===== config.mk =====
export PLATFORM = sky130hd
export DESIGN_NAME = bus_event_qualifier
export DESIGN_NICKNAME = d
export VERILOG_FILES = /design/src/ev_qual_pkg.sv /design/src/ev_qual_if.sv /design/src/bus_event_qualifier.sv /design/src/cache_ref_qual.sv /design/src/bus_queue_qual.sv
export SDC_FILE = /design/constraint.sdc
export NUM_CORES = 1
export LEC_CHECK = 0
export ABC_AREA = 1
export ABC_CLOCK_PERIOD_IN_PS = 2400
export BUFFER_PORTS_ARGS = -buffer_cell sky130_fd_sc_hd__buf_4
export CELL_PAD_IN_SITES_DETAIL_PLACEMENT = 1
export CELL_PAD_IN_SITES_GLOBAL_PLACEMENT = 2
export CORE_UTILIZATION = 30
export CTS_BUF_LIST = sky130_fd_sc_hd__clkbuf_8
export DETAILED_ROUTE_END_ITERATION = 8
export HOLD_SLACK_MARGIN = 0.05
export PLACE_DENSITY = 0.8
export SYNTH_ARGS = -nofsm -noshare
export SYNTH_HDL_FRONTEND = slang
export SYNTH_SLANG_ARGS = --single-unit

===== constraint.sdc =====
create_clock -name clk_i -period 2.4 [get_ports clk_i]
set_input_delay 0.24 -clock clk_i [delete_from_list [all_inputs] [get_ports clk_i]]
set_output_delay 0.24 -clock clk_i [all_outputs]
set_load 0.01 [all_outputs]

===== src/ev_qual_pkg.sv =====
// Constants shared by the bus-unit event qualifier
package ev_qual_pkg;
   localparam int ADDR_W = 4;
   localparam int DATA_W = 32;
   localparam int MASK_W = 16;

   // Register byte offsets
   localparam logic [ADDR_W-1:0] EVSEL_OFS = 4'h0;
   localparam logic [ADDR_W-1:0] CFG_OFS = 4'h4;
   localparam logic [ADDR_W-1:0] COUNT_OFS = 4'h8;
   localparam logic [ADDR_W-1:0] STATUS_OFS = 4'hc;

   // Event select register layout
   localparam int MASK_LSB = 9;
   localparam int MASK_MSB = 24;
   localparam int SEL_LSB = 25;
   localparam int SEL_MSB = 31;
   localparam logic [6:0] SEL_CACHE_REF = 7'h0c;
   localparam logic [6:0] SEL_QUEUE_ALLOC = 7'h03;

   // Counter configuration register
   localparam int CFG_EN_BIT = 12;
   localparam logic [DATA_W-1:0] EVSEL_RST = 32'h0000_0000;
   localparam logic [DATA_W-1:0] CFG_RST = 32'h0000_0000;

   // Cache-reference mask bits
   localparam int C_L2_HIT_LSB = 0;
   localparam int C_L3_HIT_LSB = 3;
   localparam int C_L2_MISS = 8;
   localparam int C_L3_MISS = 9;
   localparam int C_L2_WB_MISS = 10;

   // Queue-allocation mask bits
   localparam int Q_REQ_LSB = 0;
   localparam int Q_REQ_MSB = 4;
   localparam int Q_ALL_READ = 5;
   localparam int Q_ALL_WRITE = 6;
   localparam int Q_MEM_UC = 7;
   localparam int Q_MEM_WC = 8;
   localparam int Q_SRC_OWN = 13;
   localparam int Q_SRC_OTHER = 14;
   localparam int Q_READ_DEMAND = 15;

   // Line state code on the cache-reference inputs
   typedef enum logic [1:0] {
      LINE_SHARED = 2'b00,
      LINE_EXCLUSIVE = 2'b01,
      LINE_MODIFIED = 2'b10,
      LINE_INVALID = 2'b11
   } line_state_t;
endpackage


===== src/ev_qual_if.sv =====
// Mask and match signals between the top and its two qualifiers
interface ev_qual_if;
   import ev_qual_pkg::*;
   logic [MASK_W-1:0] mask;
   logic cache_match;
   logic queue_match;
   modport ctl (output mask, input cache_match, input queue_match);
   modport cache (input mask, output cache_match);
   modport queue (input mask, output queue_match);
endinterface


===== src/bus_event_qualifier.sv =====
// Bus-unit event qualifier with its event counter and Wishbone registers
//
// What this block does
// Mask in bits 24:9; bits 0-2 L2 hits
// Bits 3-5 select L3 read hits S/E/M
// Bit 8 L2 read miss, bit 9 L3
// Bit 10 writeback lookup missing L2
// Loads and RFOs both count as reads
// Use transaction status as currently held
// One count per matching queue allocation
// Sector or chunk allocation counts alike
// Each retry counts again
// Mask fields independent; all but source and bit 15 ORed together
// Request-type bits 0-4 ORed with 5, 6
// Bits 7-8 select target memory type
// Bits 13-14 select source agent
// Bit 15 affects reads only
// (type|b5|b6|memtype) AND source agent
// Qualifying event adds exactly one when enabled and no count write lands
module bus_event_qualifier
   import ev_qual_pkg::*;
#(
   parameter int CNT_W = 32
)
(
   input wire logic clk_i,               // Core clock, 20 MHz
   input wire logic rst_i,               // Synchronous reset, active high
   input wire logic wb_cyc_i,            // Wishbone cycle
   input wire logic wb_stb_i,            // Wishbone strobe
   input wire logic wb_we_i,             // Wishbone write
   input wire logic [ADDR_W-1:0] wb_adr_i, // Byte address
   input wire logic [3:0] wb_sel_i,      // Byte enables
   input wire logic [DATA_W-1:0] wb_dat_i, // Write data
   output logic [DATA_W-1:0] wb_dat_o,   // Read data
   output logic wb_ack_o,                // Acknowledge
   input wire logic ref_valid_i,         // Cache lookup reported
   input wire logic is_load_i,           // Lookup is a load
   input wire logic is_rfo_i,            // Lookup is an RFO
   input wire logic is_wb_i,             // Lookup is a writeback
   input wire logic l2_hit_i,            // L2 hit now
   input wire logic l3_hit_i,            // L3 hit now
   input wire line_state_t state_i,      // Line state on hit
   input wire logic alloc_i,             // Queue entry allocated
   input wire logic [4:0] req_type_i,    // Request type code
   input wire logic is_read_i,           // Queue entry is a read
   input wire logic is_write_i,          // Queue entry is a write
   input wire logic is_prefetch_i,       // Read began as prefetch
   input wire logic mem_uc_i,            // Uncacheable target
   input wire logic mem_wc_i,            // Write-combining target
   input wire logic src_own_i,           // Own processor is source
   output logic event_o,                 // One-cycle pulse per qualified event, also when a count write wins
   output logic [CNT_W-1:0] count_o      // Counter value
);
   generate
      if (CNT_W < 8 || CNT_W > DATA_W)
      begin : g_bad_width
         $error("CNT_W must be 8 to 32");
      end
   endgenerate

   ev_qual_if qi();

   logic [DATA_W-1:0] evsel_ff;
   logic [DATA_W-1:0] cfg_ff;
   logic [CNT_W-1:0] count_ff;
   logic [1:0] last_match_ff;
   logic event_ff;
   logic ack_ff;
   logic [DATA_W-1:0] rdat_ff;
   logic [6:0] sel_code;
   logic count_en;
   logic hit;
   logic req;
   logic wr_strobe;
   logic [DATA_W-1:0] nxt_rdat;

   function automatic logic [DATA_W-1:0] byte_merge(input logic [DATA_W-1:0] old,
                                                    input logic [DATA_W-1:0] din,
                                                    input logic [3:0] sel);
      logic [DATA_W-1:0] r;
      r = old;
      for (int b = 0; b < 4; b++)
      begin
         if (sel[b])
         begin
            r[b*8 +: 8] = din[b*8 +: 8];
         end
      end
      byte_merge = r;
   endfunction

   assign qi.mask = evsel_ff[MASK_MSB:MASK_LSB];
   assign sel_code = evsel_ff[SEL_MSB:SEL_LSB];
   assign count_en = cfg_ff[CFG_EN_BIT];

   cache_ref_qual u_cache (
      .q(qi.cache),
      .ref_valid_i(ref_valid_i),
      .is_load_i(is_load_i),
      .is_rfo_i(is_rfo_i),
      .is_wb_i(is_wb_i),
      .l2_hit_i(l2_hit_i),
      .l3_hit_i(l3_hit_i),
      .state_i(state_i)
   );

   bus_queue_qual u_queue (
      .q(qi.queue),
      .alloc_i(alloc_i),
      .req_type_i(req_type_i),
      .is_read_i(is_read_i),
      .is_write_i(is_write_i),
      .is_prefetch_i(is_prefetch_i),
      .mem_uc_i(mem_uc_i),
      .mem_wc_i(mem_wc_i),
      .src_own_i(src_own_i)
   );

   // Only the event picked by the select code may reach the counter
   always_comb
   begin
      hit = 1'b0;
      if (sel_code == SEL_CACHE_REF)
      begin
         hit = qi.cache_match;
      end
      else if (sel_code == SEL_QUEUE_ALLOC)
      begin
         hit = qi.queue_match;
      end
   end

   // Classic single-cycle slave: ack one cycle after strobe, then drop
   assign req = wb_cyc_i & wb_stb_i & ~ack_ff;
   // Write lands on the edge where the master samples ack, not when taken
   assign wr_strobe = wb_cyc_i & wb_stb_i & wb_we_i & ack_ff;

   always_ff @(posedge clk_i)
   begin
      if (rst_i)
      begin
         ack_ff <= 1'b0;
      end
      else
      begin
         ack_ff <= req;
      end
   end

   always_comb
   begin
      nxt_rdat = '0;
      unique case (wb_adr_i)
         EVSEL_OFS: nxt_rdat = evsel_ff;
         CFG_OFS: nxt_rdat = cfg_ff;
         COUNT_OFS: nxt_rdat = DATA_W'(count_ff);
         STATUS_OFS: nxt_rdat = {30'h0, last_match_ff};
         default: nxt_rdat = '0;
      endcase
   end

   always_ff @(posedge clk_i)
   begin
      if (rst_i)
      begin
         rdat_ff <= '0;
      end
      else if (req && !wb_we_i)
      begin
         rdat_ff <= nxt_rdat;
      end
   end

   // Lane enables merge into the held value; other bytes keep their state
   always_ff @(posedge clk_i)
   begin
      if (rst_i)
      begin
         evsel_ff <= EVSEL_RST;
      end
      else if (wr_strobe && wb_adr_i == EVSEL_OFS)
      begin
         evsel_ff <= byte_merge(evsel_ff, wb_dat_i, wb_sel_i);
      end
   end

   always_ff @(posedge clk_i)
   begin
      if (rst_i)
      begin
         cfg_ff <= CFG_RST;
      end
      else if (wr_strobe && wb_adr_i == CFG_OFS)
      begin
         cfg_ff <= byte_merge(cfg_ff, wb_dat_i, wb_sel_i);
      end
   end

   // Software write beats a same-cycle event: the preset value is kept exact
   always_ff @(posedge clk_i)
   begin
      if (rst_i)
      begin
         count_ff <= '0;
      end
      else if (wr_strobe && wb_adr_i == COUNT_OFS)
      begin
         count_ff <= CNT_W'(byte_merge(DATA_W'(count_ff), wb_dat_i, wb_sel_i));
      end
      else if (count_en && hit)
      begin
         count_ff <= count_ff + 1'b1; // see see
      end
   end

   always_ff @(posedge clk_i)
   begin
      if (rst_i)
      begin
         event_ff <= 1'b0;
         last_match_ff <= 2'h0;
      end
      else
      begin
         event_ff <= count_en & hit;
         last_match_ff <= {qi.queue_match, qi.cache_match};
      end
   end

   assign wb_ack_o = ack_ff;
   assign wb_dat_o = rdat_ff;
   assign event_o = event_ff;
   assign count_o = count_ff;

   // Helper: software counter write at this edge
   logic cnt_wr;
   assign cnt_wr = wr_strobe && wb_adr_i == COUNT_OFS;

   a_count_step: assert property (@(posedge clk_i) disable iff (rst_i)
      (count_en && hit && !cnt_wr) |=> (count_ff == $past(count_ff) + 1'b1))
      else $error("counter did not step by one on a qualified event");

   a_count_hold: assert property (@(posedge clk_i) disable iff (rst_i)
      (!(count_en && hit) && !cnt_wr) |=> $stable(count_ff))
      else $error("counter moved without a qualified event");

   a_pulse_tracks: assert property (@(posedge clk_i) disable iff (rst_i)
      event_o |-> ($past(alloc_i) || $past(ref_valid_i)) && $past(count_en))
      else $error("event pulse without a source");

   a_l2_hit_sel: assert property (@(posedge clk_i) disable iff (rst_i)
      (ref_valid_i && is_load_i && l2_hit_i && state_i == LINE_MODIFIED
       && qi.mask[C_L2_HIT_LSB + 2]) |-> qi.cache_match)
      else $error("modified L2 read hit not matched");

   a_l3_hit_sel: assert property (@(posedge clk_i) disable iff (rst_i) // see
      (ref_valid_i && is_rfo_i && l3_hit_i && state_i == LINE_SHARED
       && qi.mask[C_L3_HIT_LSB]) |-> qi.cache_match)
      else $error("shared L3 RFO hit not matched");

   a_miss_sel: assert property (@(posedge clk_i) disable iff (rst_i)
      (ref_valid_i && is_load_i && !l3_hit_i && qi.mask[C_L3_MISS]) |-> qi.cache_match)
      else $error("L3 read miss not matched");

   a_wb_miss: assert property (@(posedge clk_i) disable iff (rst_i)
      (ref_valid_i && is_wb_i && !l2_hit_i && qi.mask[C_L2_WB_MISS]) |-> qi.cache_match)
      else $error("writeback L2 miss not matched");

   a_no_ref_no_match: assert property (@(posedge clk_i) disable iff (rst_i)
      !ref_valid_i |-> !qi.cache_match)
      else $error("cache match without a lookup");

   a_src_gate: assert property (@(posedge clk_i) disable iff (rst_i) // see
      (src_own_i && !qi.mask[Q_SRC_OWN]) |-> !qi.queue_match)
      else $error("queue match with wrong source agent");

   a_all_read: assert property (@(posedge clk_i) disable iff (rst_i) // see
      (alloc_i && is_read_i && !is_prefetch_i && qi.mask[Q_ALL_READ] && src_own_i
       && qi.mask[Q_SRC_OWN]) |-> qi.queue_match)
      else $error("own demand read not matched");

   a_mem_type: assert property (@(posedge clk_i) disable iff (rst_i)
      (alloc_i && mem_wc_i && qi.mask[Q_MEM_WC] && !src_own_i
       && qi.mask[Q_SRC_OTHER] && !(is_read_i && is_prefetch_i && qi.mask[Q_READ_DEMAND]))
       |-> qi.queue_match)
      else $error("write-combining entry not matched");

   a_retry_twice: assert property (@(posedge clk_i) disable iff (rst_i)
      (sel_code == SEL_QUEUE_ALLOC && count_en && qi.queue_match && !cnt_wr)
      ##1 (count_en && qi.queue_match && sel_code == SEL_QUEUE_ALLOC && !cnt_wr)
      |=> (count_ff == $past(count_ff, 2) + 2'd2))
      else $error("back-to-back allocations not both counted");

   a_ack_once: assert property (@(posedge clk_i) disable iff (rst_i)
      wb_ack_o |=> !wb_ack_o)
      else $error("ack held for more than one cycle");

   a_ack_follows: assert property (@(posedge clk_i) disable iff (rst_i)
      (wb_cyc_i && wb_stb_i && !wb_ack_o) |=> wb_ack_o)
      else $error("request taken but not acked next cycle");

   a_event_pulse: assert property (@(posedge clk_i) disable iff (rst_i)
      (count_en && hit) |=> event_o)
      else $error("qualified event gave no pulse");

   a_sel_gate: assert property (@(posedge clk_i) disable iff (rst_i)
      (sel_code != SEL_CACHE_REF && sel_code != SEL_QUEUE_ALLOC) |-> !hit)
      else $error("unselected event reached the counter");
endmodule


===== src/cache_ref_qual.sv =====
// Mask match for the cache-reference event
module cache_ref_qual
   import ev_qual_pkg::*;
(
   ev_qual_if.cache q,                   // Mask in, match out
   input wire logic ref_valid_i,         // Lookup reported this cycle
   input wire logic is_load_i,           // Ordinary load
   input wire logic is_rfo_i,            // Read for ownership
   input wire logic is_wb_i,             // Writeback lookup from data path
   input wire logic l2_hit_i,            // Current L2 hit status
   input wire logic l3_hit_i,            // Current L3 hit status
   input wire line_state_t state_i       // Current line state on hit
);
   logic rd;
   logic [2:0] st;
   logic [1:0] lvl_hit;
   logic [1:0] lvl_any;

   function automatic logic [2:0] state_onehot(input line_state_t s);
      unique case (s)
         LINE_SHARED: state_onehot = 3'h1;
         LINE_EXCLUSIVE: state_onehot = 3'h2;
         LINE_MODIFIED: state_onehot = 3'h4;
         LINE_INVALID: state_onehot = 3'h0;
      endcase
   endfunction

   assign rd = is_load_i | is_rfo_i;
   assign st = state_onehot(state_i);
   assign lvl_hit = {l3_hit_i, l2_hit_i};

   // Status is taken as it stands in the reporting cycle, never latched
   genvar g;
   generate
      for (g = 0; g < 2; g++)
      begin : g_lvl
         localparam int LSB = (g == 0) ? C_L2_HIT_LSB : C_L3_HIT_LSB;
         assign lvl_any[g] = lvl_hit[g] & |(q.mask[LSB +: 3] & st); // see see
      end
   endgenerate

   always_comb
   begin
      q.cache_match = 1'b0;
      if (ref_valid_i)
      begin
         q.cache_match = (rd & |lvl_any)
            | (rd & ~l2_hit_i & q.mask[C_L2_MISS])
            | (rd & ~l3_hit_i & q.mask[C_L3_MISS])
            | (is_wb_i & ~l2_hit_i & q.mask[C_L2_WB_MISS]);
      end
   end
endmodule


===== src/bus_queue_qual.sv =====
// Mask match for the bus queue allocation event
module bus_queue_qual
   import ev_qual_pkg::*;
(
   ev_qual_if.queue q,                   // Mask in, match out
   input wire logic alloc_i,             // Entry allocated this cycle
   input wire logic [4:0] req_type_i,    // Bus request type code
   input wire logic is_read_i,           // Read transaction
   input wire logic is_write_i,          // Write transaction
   input wire logic is_prefetch_i,       // Read issued as prefetch
   input wire logic mem_uc_i,            // Target is uncacheable
   input wire logic mem_wc_i,            // Target is write-combining
   input wire logic src_own_i            // Issued by this processor
);
   logic req_m;
   logic mem_m;
   logic src_m;
   logic read_ok;

   // A field value is the bits set in it; an empty field never matches
   assign req_m = (q.mask[Q_REQ_MSB:Q_REQ_LSB] != 5'h00)
      && (req_type_i == q.mask[Q_REQ_MSB:Q_REQ_LSB]); // see
   assign mem_m = (q.mask[Q_MEM_UC] & mem_uc_i) | (q.mask[Q_MEM_WC] & mem_wc_i);
   assign src_m = (q.mask[Q_SRC_OWN] & src_own_i)
      | (q.mask[Q_SRC_OTHER] & ~src_own_i);
   // Demand-only filter touches reads alone
   assign read_ok = ~(is_read_i & is_prefetch_i & q.mask[Q_READ_DEMAND]);

   // Size of the entry plays no part; retries arrive as fresh allocations
   assign q.queue_match = alloc_i & read_ok & src_m
      & (req_m | (q.mask[Q_ALL_READ] & is_read_i)
         | (q.mask[Q_ALL_WRITE] & is_write_i) | mem_m); // see see see
endmodule


* Yosys cells after proc, flatten, opt, wreduce, memory -nomap -nowiden
Cells that the tools add are included.
** Word-level totals
- Bits in registers :: 132
- Input port bits :: 65
- Output and inout bits :: 66
** Operators by class
- $add $sub $neg :: 1
- Eq/ne operators :: 13
- Mux-type cells :: 11
- Bitwise logic cells :: 41
- Reductions and logical operators :: 26
** Operator list (count)
- 32-bit case mux with 4 select lines :: 1
- 32-bit 2-to-1 mux :: 2
- 32-bit by 1-bit adder with 32-bit output (second input constant) :: 1
- 8-bit 2-to-1 mux :: 4
- 1-bit AND :: 25
- 2-bit AND reduction :: 12
- 3-bit case mux with 4 select lines :: 1
- 1-bit bitwise OR :: 9
- 4-bit == test (second input constant) :: 2
- 2-bit inequality test (second input constant) :: 4
- 7-bit by 2-bit == test with 1-bit output (second input constant) :: 1
- 7-bit by 4-bit == test with 1-bit output (second input constant) :: 1
- 3-bit AND :: 2
- 1-bit logical AND :: 6
- 3-bit OR reduction :: 2
- 5-bit == test :: 1
- 1-bit inverter :: 5
- 5-bit nonzero test :: 1
- 2-bit == test (second input constant) :: 2
- 4-bit by 3-bit == test with 1-bit output (second input constant) :: 1
- 4-bit logical NOT :: 1
- 1-bit 2-to-1 mux :: 3
- 2-bit by 1-bit == test with 1-bit output (second input constant) :: 1
- 2-bit logical NOT :: 1
- 3 further kinds :: 3

* Depth between registers and ports, before layout
- Depth after elaboration :: 15
- Mapped depth :: 15

* By module
A second synthesis with hierarchy kept.
** Unflattened totals
- Cells, all modules :: 1054
- Area total of the unflattened synthesis :: 6814.0 um2
** By module, submodules not included
- bus_event_qualifier :: instances 1, cells each 985, area an instance 6520.0 um2, sequential area each 2642.5 um2
- bus_queue_qual :: instances 1, cells each 40, area an instance 167.7 um2, sequential area each 0.0 um2
- cache_ref_qual :: instances 1, cells each 29, area an instance 126.4 um2, sequential area each 0.0 um2

* Least setup slack after synthesis
Ideal clock, no wire load.
- Path type :: flip-flop to flip-flop
- Start point :: register count_ff[0], in the netlist count_o[0]
- End point :: register count_ff[18], in the netlist count_o[18]
- Arrival time :: 1.696 ns
- Data required time :: 2.287 ns
- Path slack :: 0.590 ns
- Cell stages (with the launch flop) :: 14
- Buffers on the path :: 0
- Clock period less this slack :: 1.810 ns
- Cell sequence :: dfxtp_1 -> ha_1 -> nand2_1 -> nor2_2 -> nand2_1 -> nor2_1 -> nand2_1 -> nor2_2 -> nand2_1 -> xor2_1 -> nand2_1 -> nand2_1 -> a21oi_2 -> nor2_1
** Between the ends
- Longest elaborated chain between the ends :: 3
** Ends and longest elaborated chain
- start, declared :: line bus_event_qualifier.sv:65 : logic [CNT_W-1:0] count_ff;
- start signal, assigned :: line bus_event_qualifier.sv:208 : count_ff <= CNT_W'(byte_merge(DATA_W'(count_ff), wb_dat_i, wb_sel_i));
- start signal, assigned :: line bus_event_qualifier.sv:212 : count_ff <= count_ff + 1'b1;
- 32-bit by 1-bit adder with 32-bit output :: line bus_event_qualifier.sv:212
- 32-bit 2-to-1 mux :: line bus_event_qualifier.sv:210 : else if (count_en && hit)
- 32-bit 2-to-1 mux :: line bus_event_qualifier.sv:206 : else if (wr_strobe && wb_adr_i == COUNT_OFS)
No other way between the ends. The select of a mux whose other input is x is not followed.
A chain may end at the register's enable or synchronous reset.

* Final worst setup path
- Start point :: register count_ff[14], in the netlist count_o[14]
- End point :: register count_ff[17], in the netlist count_o[17]
The elaborated chain is that of the path after synthesis.

==> out/results.tsv <==
stage	metric	value	unit
grt	largest net degree at the start of global routing	61	
floorplan	I/O pins	131	
sta	final period utilization	0.893	
routing	Detailed Routing Iterations Pass 1	5	
grt	antenna violations before repair	0	
min_path	Hold Path Origin	wb_dat_i[26]	
final_layout	Final #Nets	1231	
power_and_ir_drop	Switching Share	0.276	
synthesis	top-area cell type share of the netlist area	0.386	
final_layout	area grow syn2layout	24.9	%
floorplan	Initial Util	0.310	
run_status	outcome	finished, final reports clean	
clocking	CTS tree	done	
sta	max_slew headroom	0.519	
setup_path	Max stage delay on crit path	450	ps
final_layout	Filler Cell Count	2853	
clocking	htree depth	4	
synthesis	Syn Area/Cell	6.58	µm²
grt	vias in the first global route	7228	
sta	RSZ-0062 raised after global routing	no	
sta	Hold WS	87.5	ps
setup_path	Worst Setup Path Type	flip-flop to flip-flop	
synthesis	Post-synth EDFFs	0	
sta	final hold vios	0	
routing	DRC	0	
clocking	post-CTS sizing	0	
final_layout	share of layout cells above drive strength 1	0.180	
sta	Fmax	0.466	GHz
synthesis	Syn Inst Count	1040	
power_and_ir_drop	sequential power share	0.506	
routing	final wirelength	27100	µm
power_and_ir_drop	P_int	3.14	mW
sta	Clock Skew	13.2	ps
setup_path	crit path cell chain	inv_1 > nor3_1 > nand2_1 > nor3_1 > xor2_1 > nand2_1 > nand2_1 > a21oi_1 > nor2_1	
floorplan	die height	153	µm
placement	gpl congestion	0.820	
setup_path	FF-to-FF Start	count_o[14]	
placement	Port Buffers	130	
synthesis	Yosys cell types	35	
power_and_ir_drop	Net Switching	1.20	mW
min_path	Hold WC Path Type	primary input to flip-flop	
clocking	clk sinks	132	
setup_path	CP top delay family	simple AND/OR/NAND/NOR gates	
floorplan	Core Area	22100	µm²
floorplan	die area	23400	µm²
setup_path	WP data required	2750	ps
setup_path	Crit. End Element	flip-flop	
placement	HPWL after DPL	20100	µm
floorplan	Rows	54	
power_and_ir_drop	pwr/cell area	507	nW/µm²
power_and_ir_drop	leakage power	3.45	nW
setup_path	slowest stage cell, crit path	nor3_1	
power_and_ir_drop	VDD IR-drop max	0.000330	V
setup_path	crit path DAT	2490	ps
floorplan	die width	153	µm
final_layout	utilization after layout	0.387	
synthesis	Synth top cells by count	206 x nand2_1, 132 x dfxtp_1, 130 x a21oi_1	
clocking	Reg clk slew, reported paths	90	ps
clocking	Root Driver	clkbuf_8	
setup_path	Setup crit start	count_o[14]	
clocking	Clock Latency Late Sink	460	ps
synthesis	sequential fraction of the synthesis area	0.386	
setup_path	Buffers & Inverters on Critical Path	1	
synthesis	Post-Syn Area	6840	µm²
power_and_ir_drop	Clock Power Share	0.434	
power_and_ir_drop	logic gate share of total power	0.060	
routing	mean routed wirelength per cell	18.6	µm
synthesis	FFs w/ async S/R, synth	0	
setup_path	most common cell type on the critical path	nand2_1	
synthesis	Mapped Nets	1106	
synthesis	most numerous cell in the Yosys netlist	nand2_1	
synthesis	Synth Warn #	0	
routing	via/cell ratio	5.03	
routing	DRT iter0 DRCs	335	
clocking	hold_buf cts	0	
sta	min cycle time layout	2140	ps
synthesis	largest area contributor in the netlist	dfxtp_1	
clocking	buffer depth of the longest clock path	2	
synthesis	Post-synth top flop	dfxtp_1	
final_layout	Diodes inserted	0	
sta	Final Setup Violations	0	
grt	GRT Util Overall	0.236	
grt	overflow left after global routing	0	
clocking	post-CTS setup buffers	0	
routing	DR vias	7339	
sta	setup TNS	0	ps
grt	first-pass GRT wire length	42300	µm
synthesis	Area contributors post-synth	dfxtp_1 39%, nand2_1 11%, a21oi_1 9.5%	
routing	Post-DRT Antenna Nets	0	
synthesis	Seq cells post-synth	132	
job	max-cap violation count	0	
setup_path	crit start category	flip-flop	
setup_path	CP max FO	7	
sta	fin. max-slew vios	0	
sta	slew at the pin with the worst max-slew slack	714	ps
clocking	cts bufs inserted	17	
[worst register-to-register path: stages, from the launching register on]
cell,delay [ps]
dfxtp_1,410
inv_1,210
nor3_1,400
nand2_1,120
nor3_1,450
xor2_1,130
nand2_1,100
nand2_1,50
a21oi_1,120
nor2_1,60
[per-layer routing]
| metal | wire [µm] | GRT usage |
|---|---|---|
| met3 | 1030 | 0.0411 |
| met4 | 331 | 0.0563 |
| met5 | 0 | 0 |
| met2 | 12600 | 0.380 |
| met1 | 13200 | 0.325 |
[layout by cell type, fill, tap and decap left out, types with 3 or more instances in the layout]
| cell type | netlist | final |
|---|---|---|
| o21ai_1 | 3 | 3 |
| inv_6 | 0 | 6 |
| nor3_1 | 21 | 20 |
| inv_1 | 125 | 125 |
| clkinv_4 | 0 | 3 |
| o21ai_0 | 108 | 108 |
| clkbuf_8 | 0 | 17 |
| nor2_2 | 6 | 6 |
| buf_12 | 0 | 3 |
| buf_4 | 2 | 156 |
| inv_2 | 2 | 3 |
| a31oi_1 | 6 | 6 |
| nand3_1 | 60 | 60 |
| dfxtp_1 | 132 | 132 |
| nor3_2 | 2 | 3 |
| nand2_1 | 206 | 206 |
| nand4_1 | 11 | 11 |
| o22ai_1 | 34 | 34 |
| a21oi_1 | 130 | 130 |
| nor2_1 | 108 | 108 |
| xor2_1 | 15 | 15 |
[registers in the layout (all words and copies together), names as in the netlist]
signal	cells
cfg_ff	32
count_o	32
evsel_ff	32
wb_dat_o	32
last_match_ff	2
event_o	1
wb_ack_o	1
[area by class of cell]
cell class              instances  area (µm²)  share of cell area
clock buffers                  17         234              0.0274
well taps                     280         350              0.0410
clock inverters                15         144              0.0168
flip-flops and latches        132        2640               0.309
inverters                     127         477              0.0558
repair buffers                160        1240               0.145
multi-input cells             727        3460               0.404
[power groups by stage]
stage	combinational (mW)	sequential [mW]	clock, mW
after detailed placement	0.261	2.24	0
after CTS	0.262	2.19	1.94
after global placement	0.261	2.24	0
final	0.261	2.19	1.88
after floorplan	0.0909	2.24	0
after global routing	0.284	2.19	2.04
[cells by family after synthesis]
logic type                 Yosys count  share of synthesized area
and+or+nand+nor                    425                      0.264
DFF                                132                      0.386
buffers and inverters              181                      0.110
adders and majority gates            1                    0.00183
AOI/OAI and AO/OA                  285                      0.218
xor gates and xnor gates            16                     0.0205
[through the flow]
stage	std cells	setup WS [ps]	instance area (µm²)	total power, mW
final	1458	256	8540	4.33
after global routing	1458	112	8540	4.51
after CTS	1457	245	8530	4.39
after detailed placement	1425	274	8160	2.50
after global placement	1425	248	8160	2.50
after floorplan	1040	590	6840	2.33
[worst paths after layout]
check | end | slack [ps] | cells past startpoint
setup reg to reg | count_o[17] | 260 | 9
hold / removal | evsel_ff[26] | 90 | 3
hold reg to reg | cfg_ff[11] | 460 | 2
setup / recovery | count_o[17] | 260 | 9
Power figures use the tool's default switching activity.
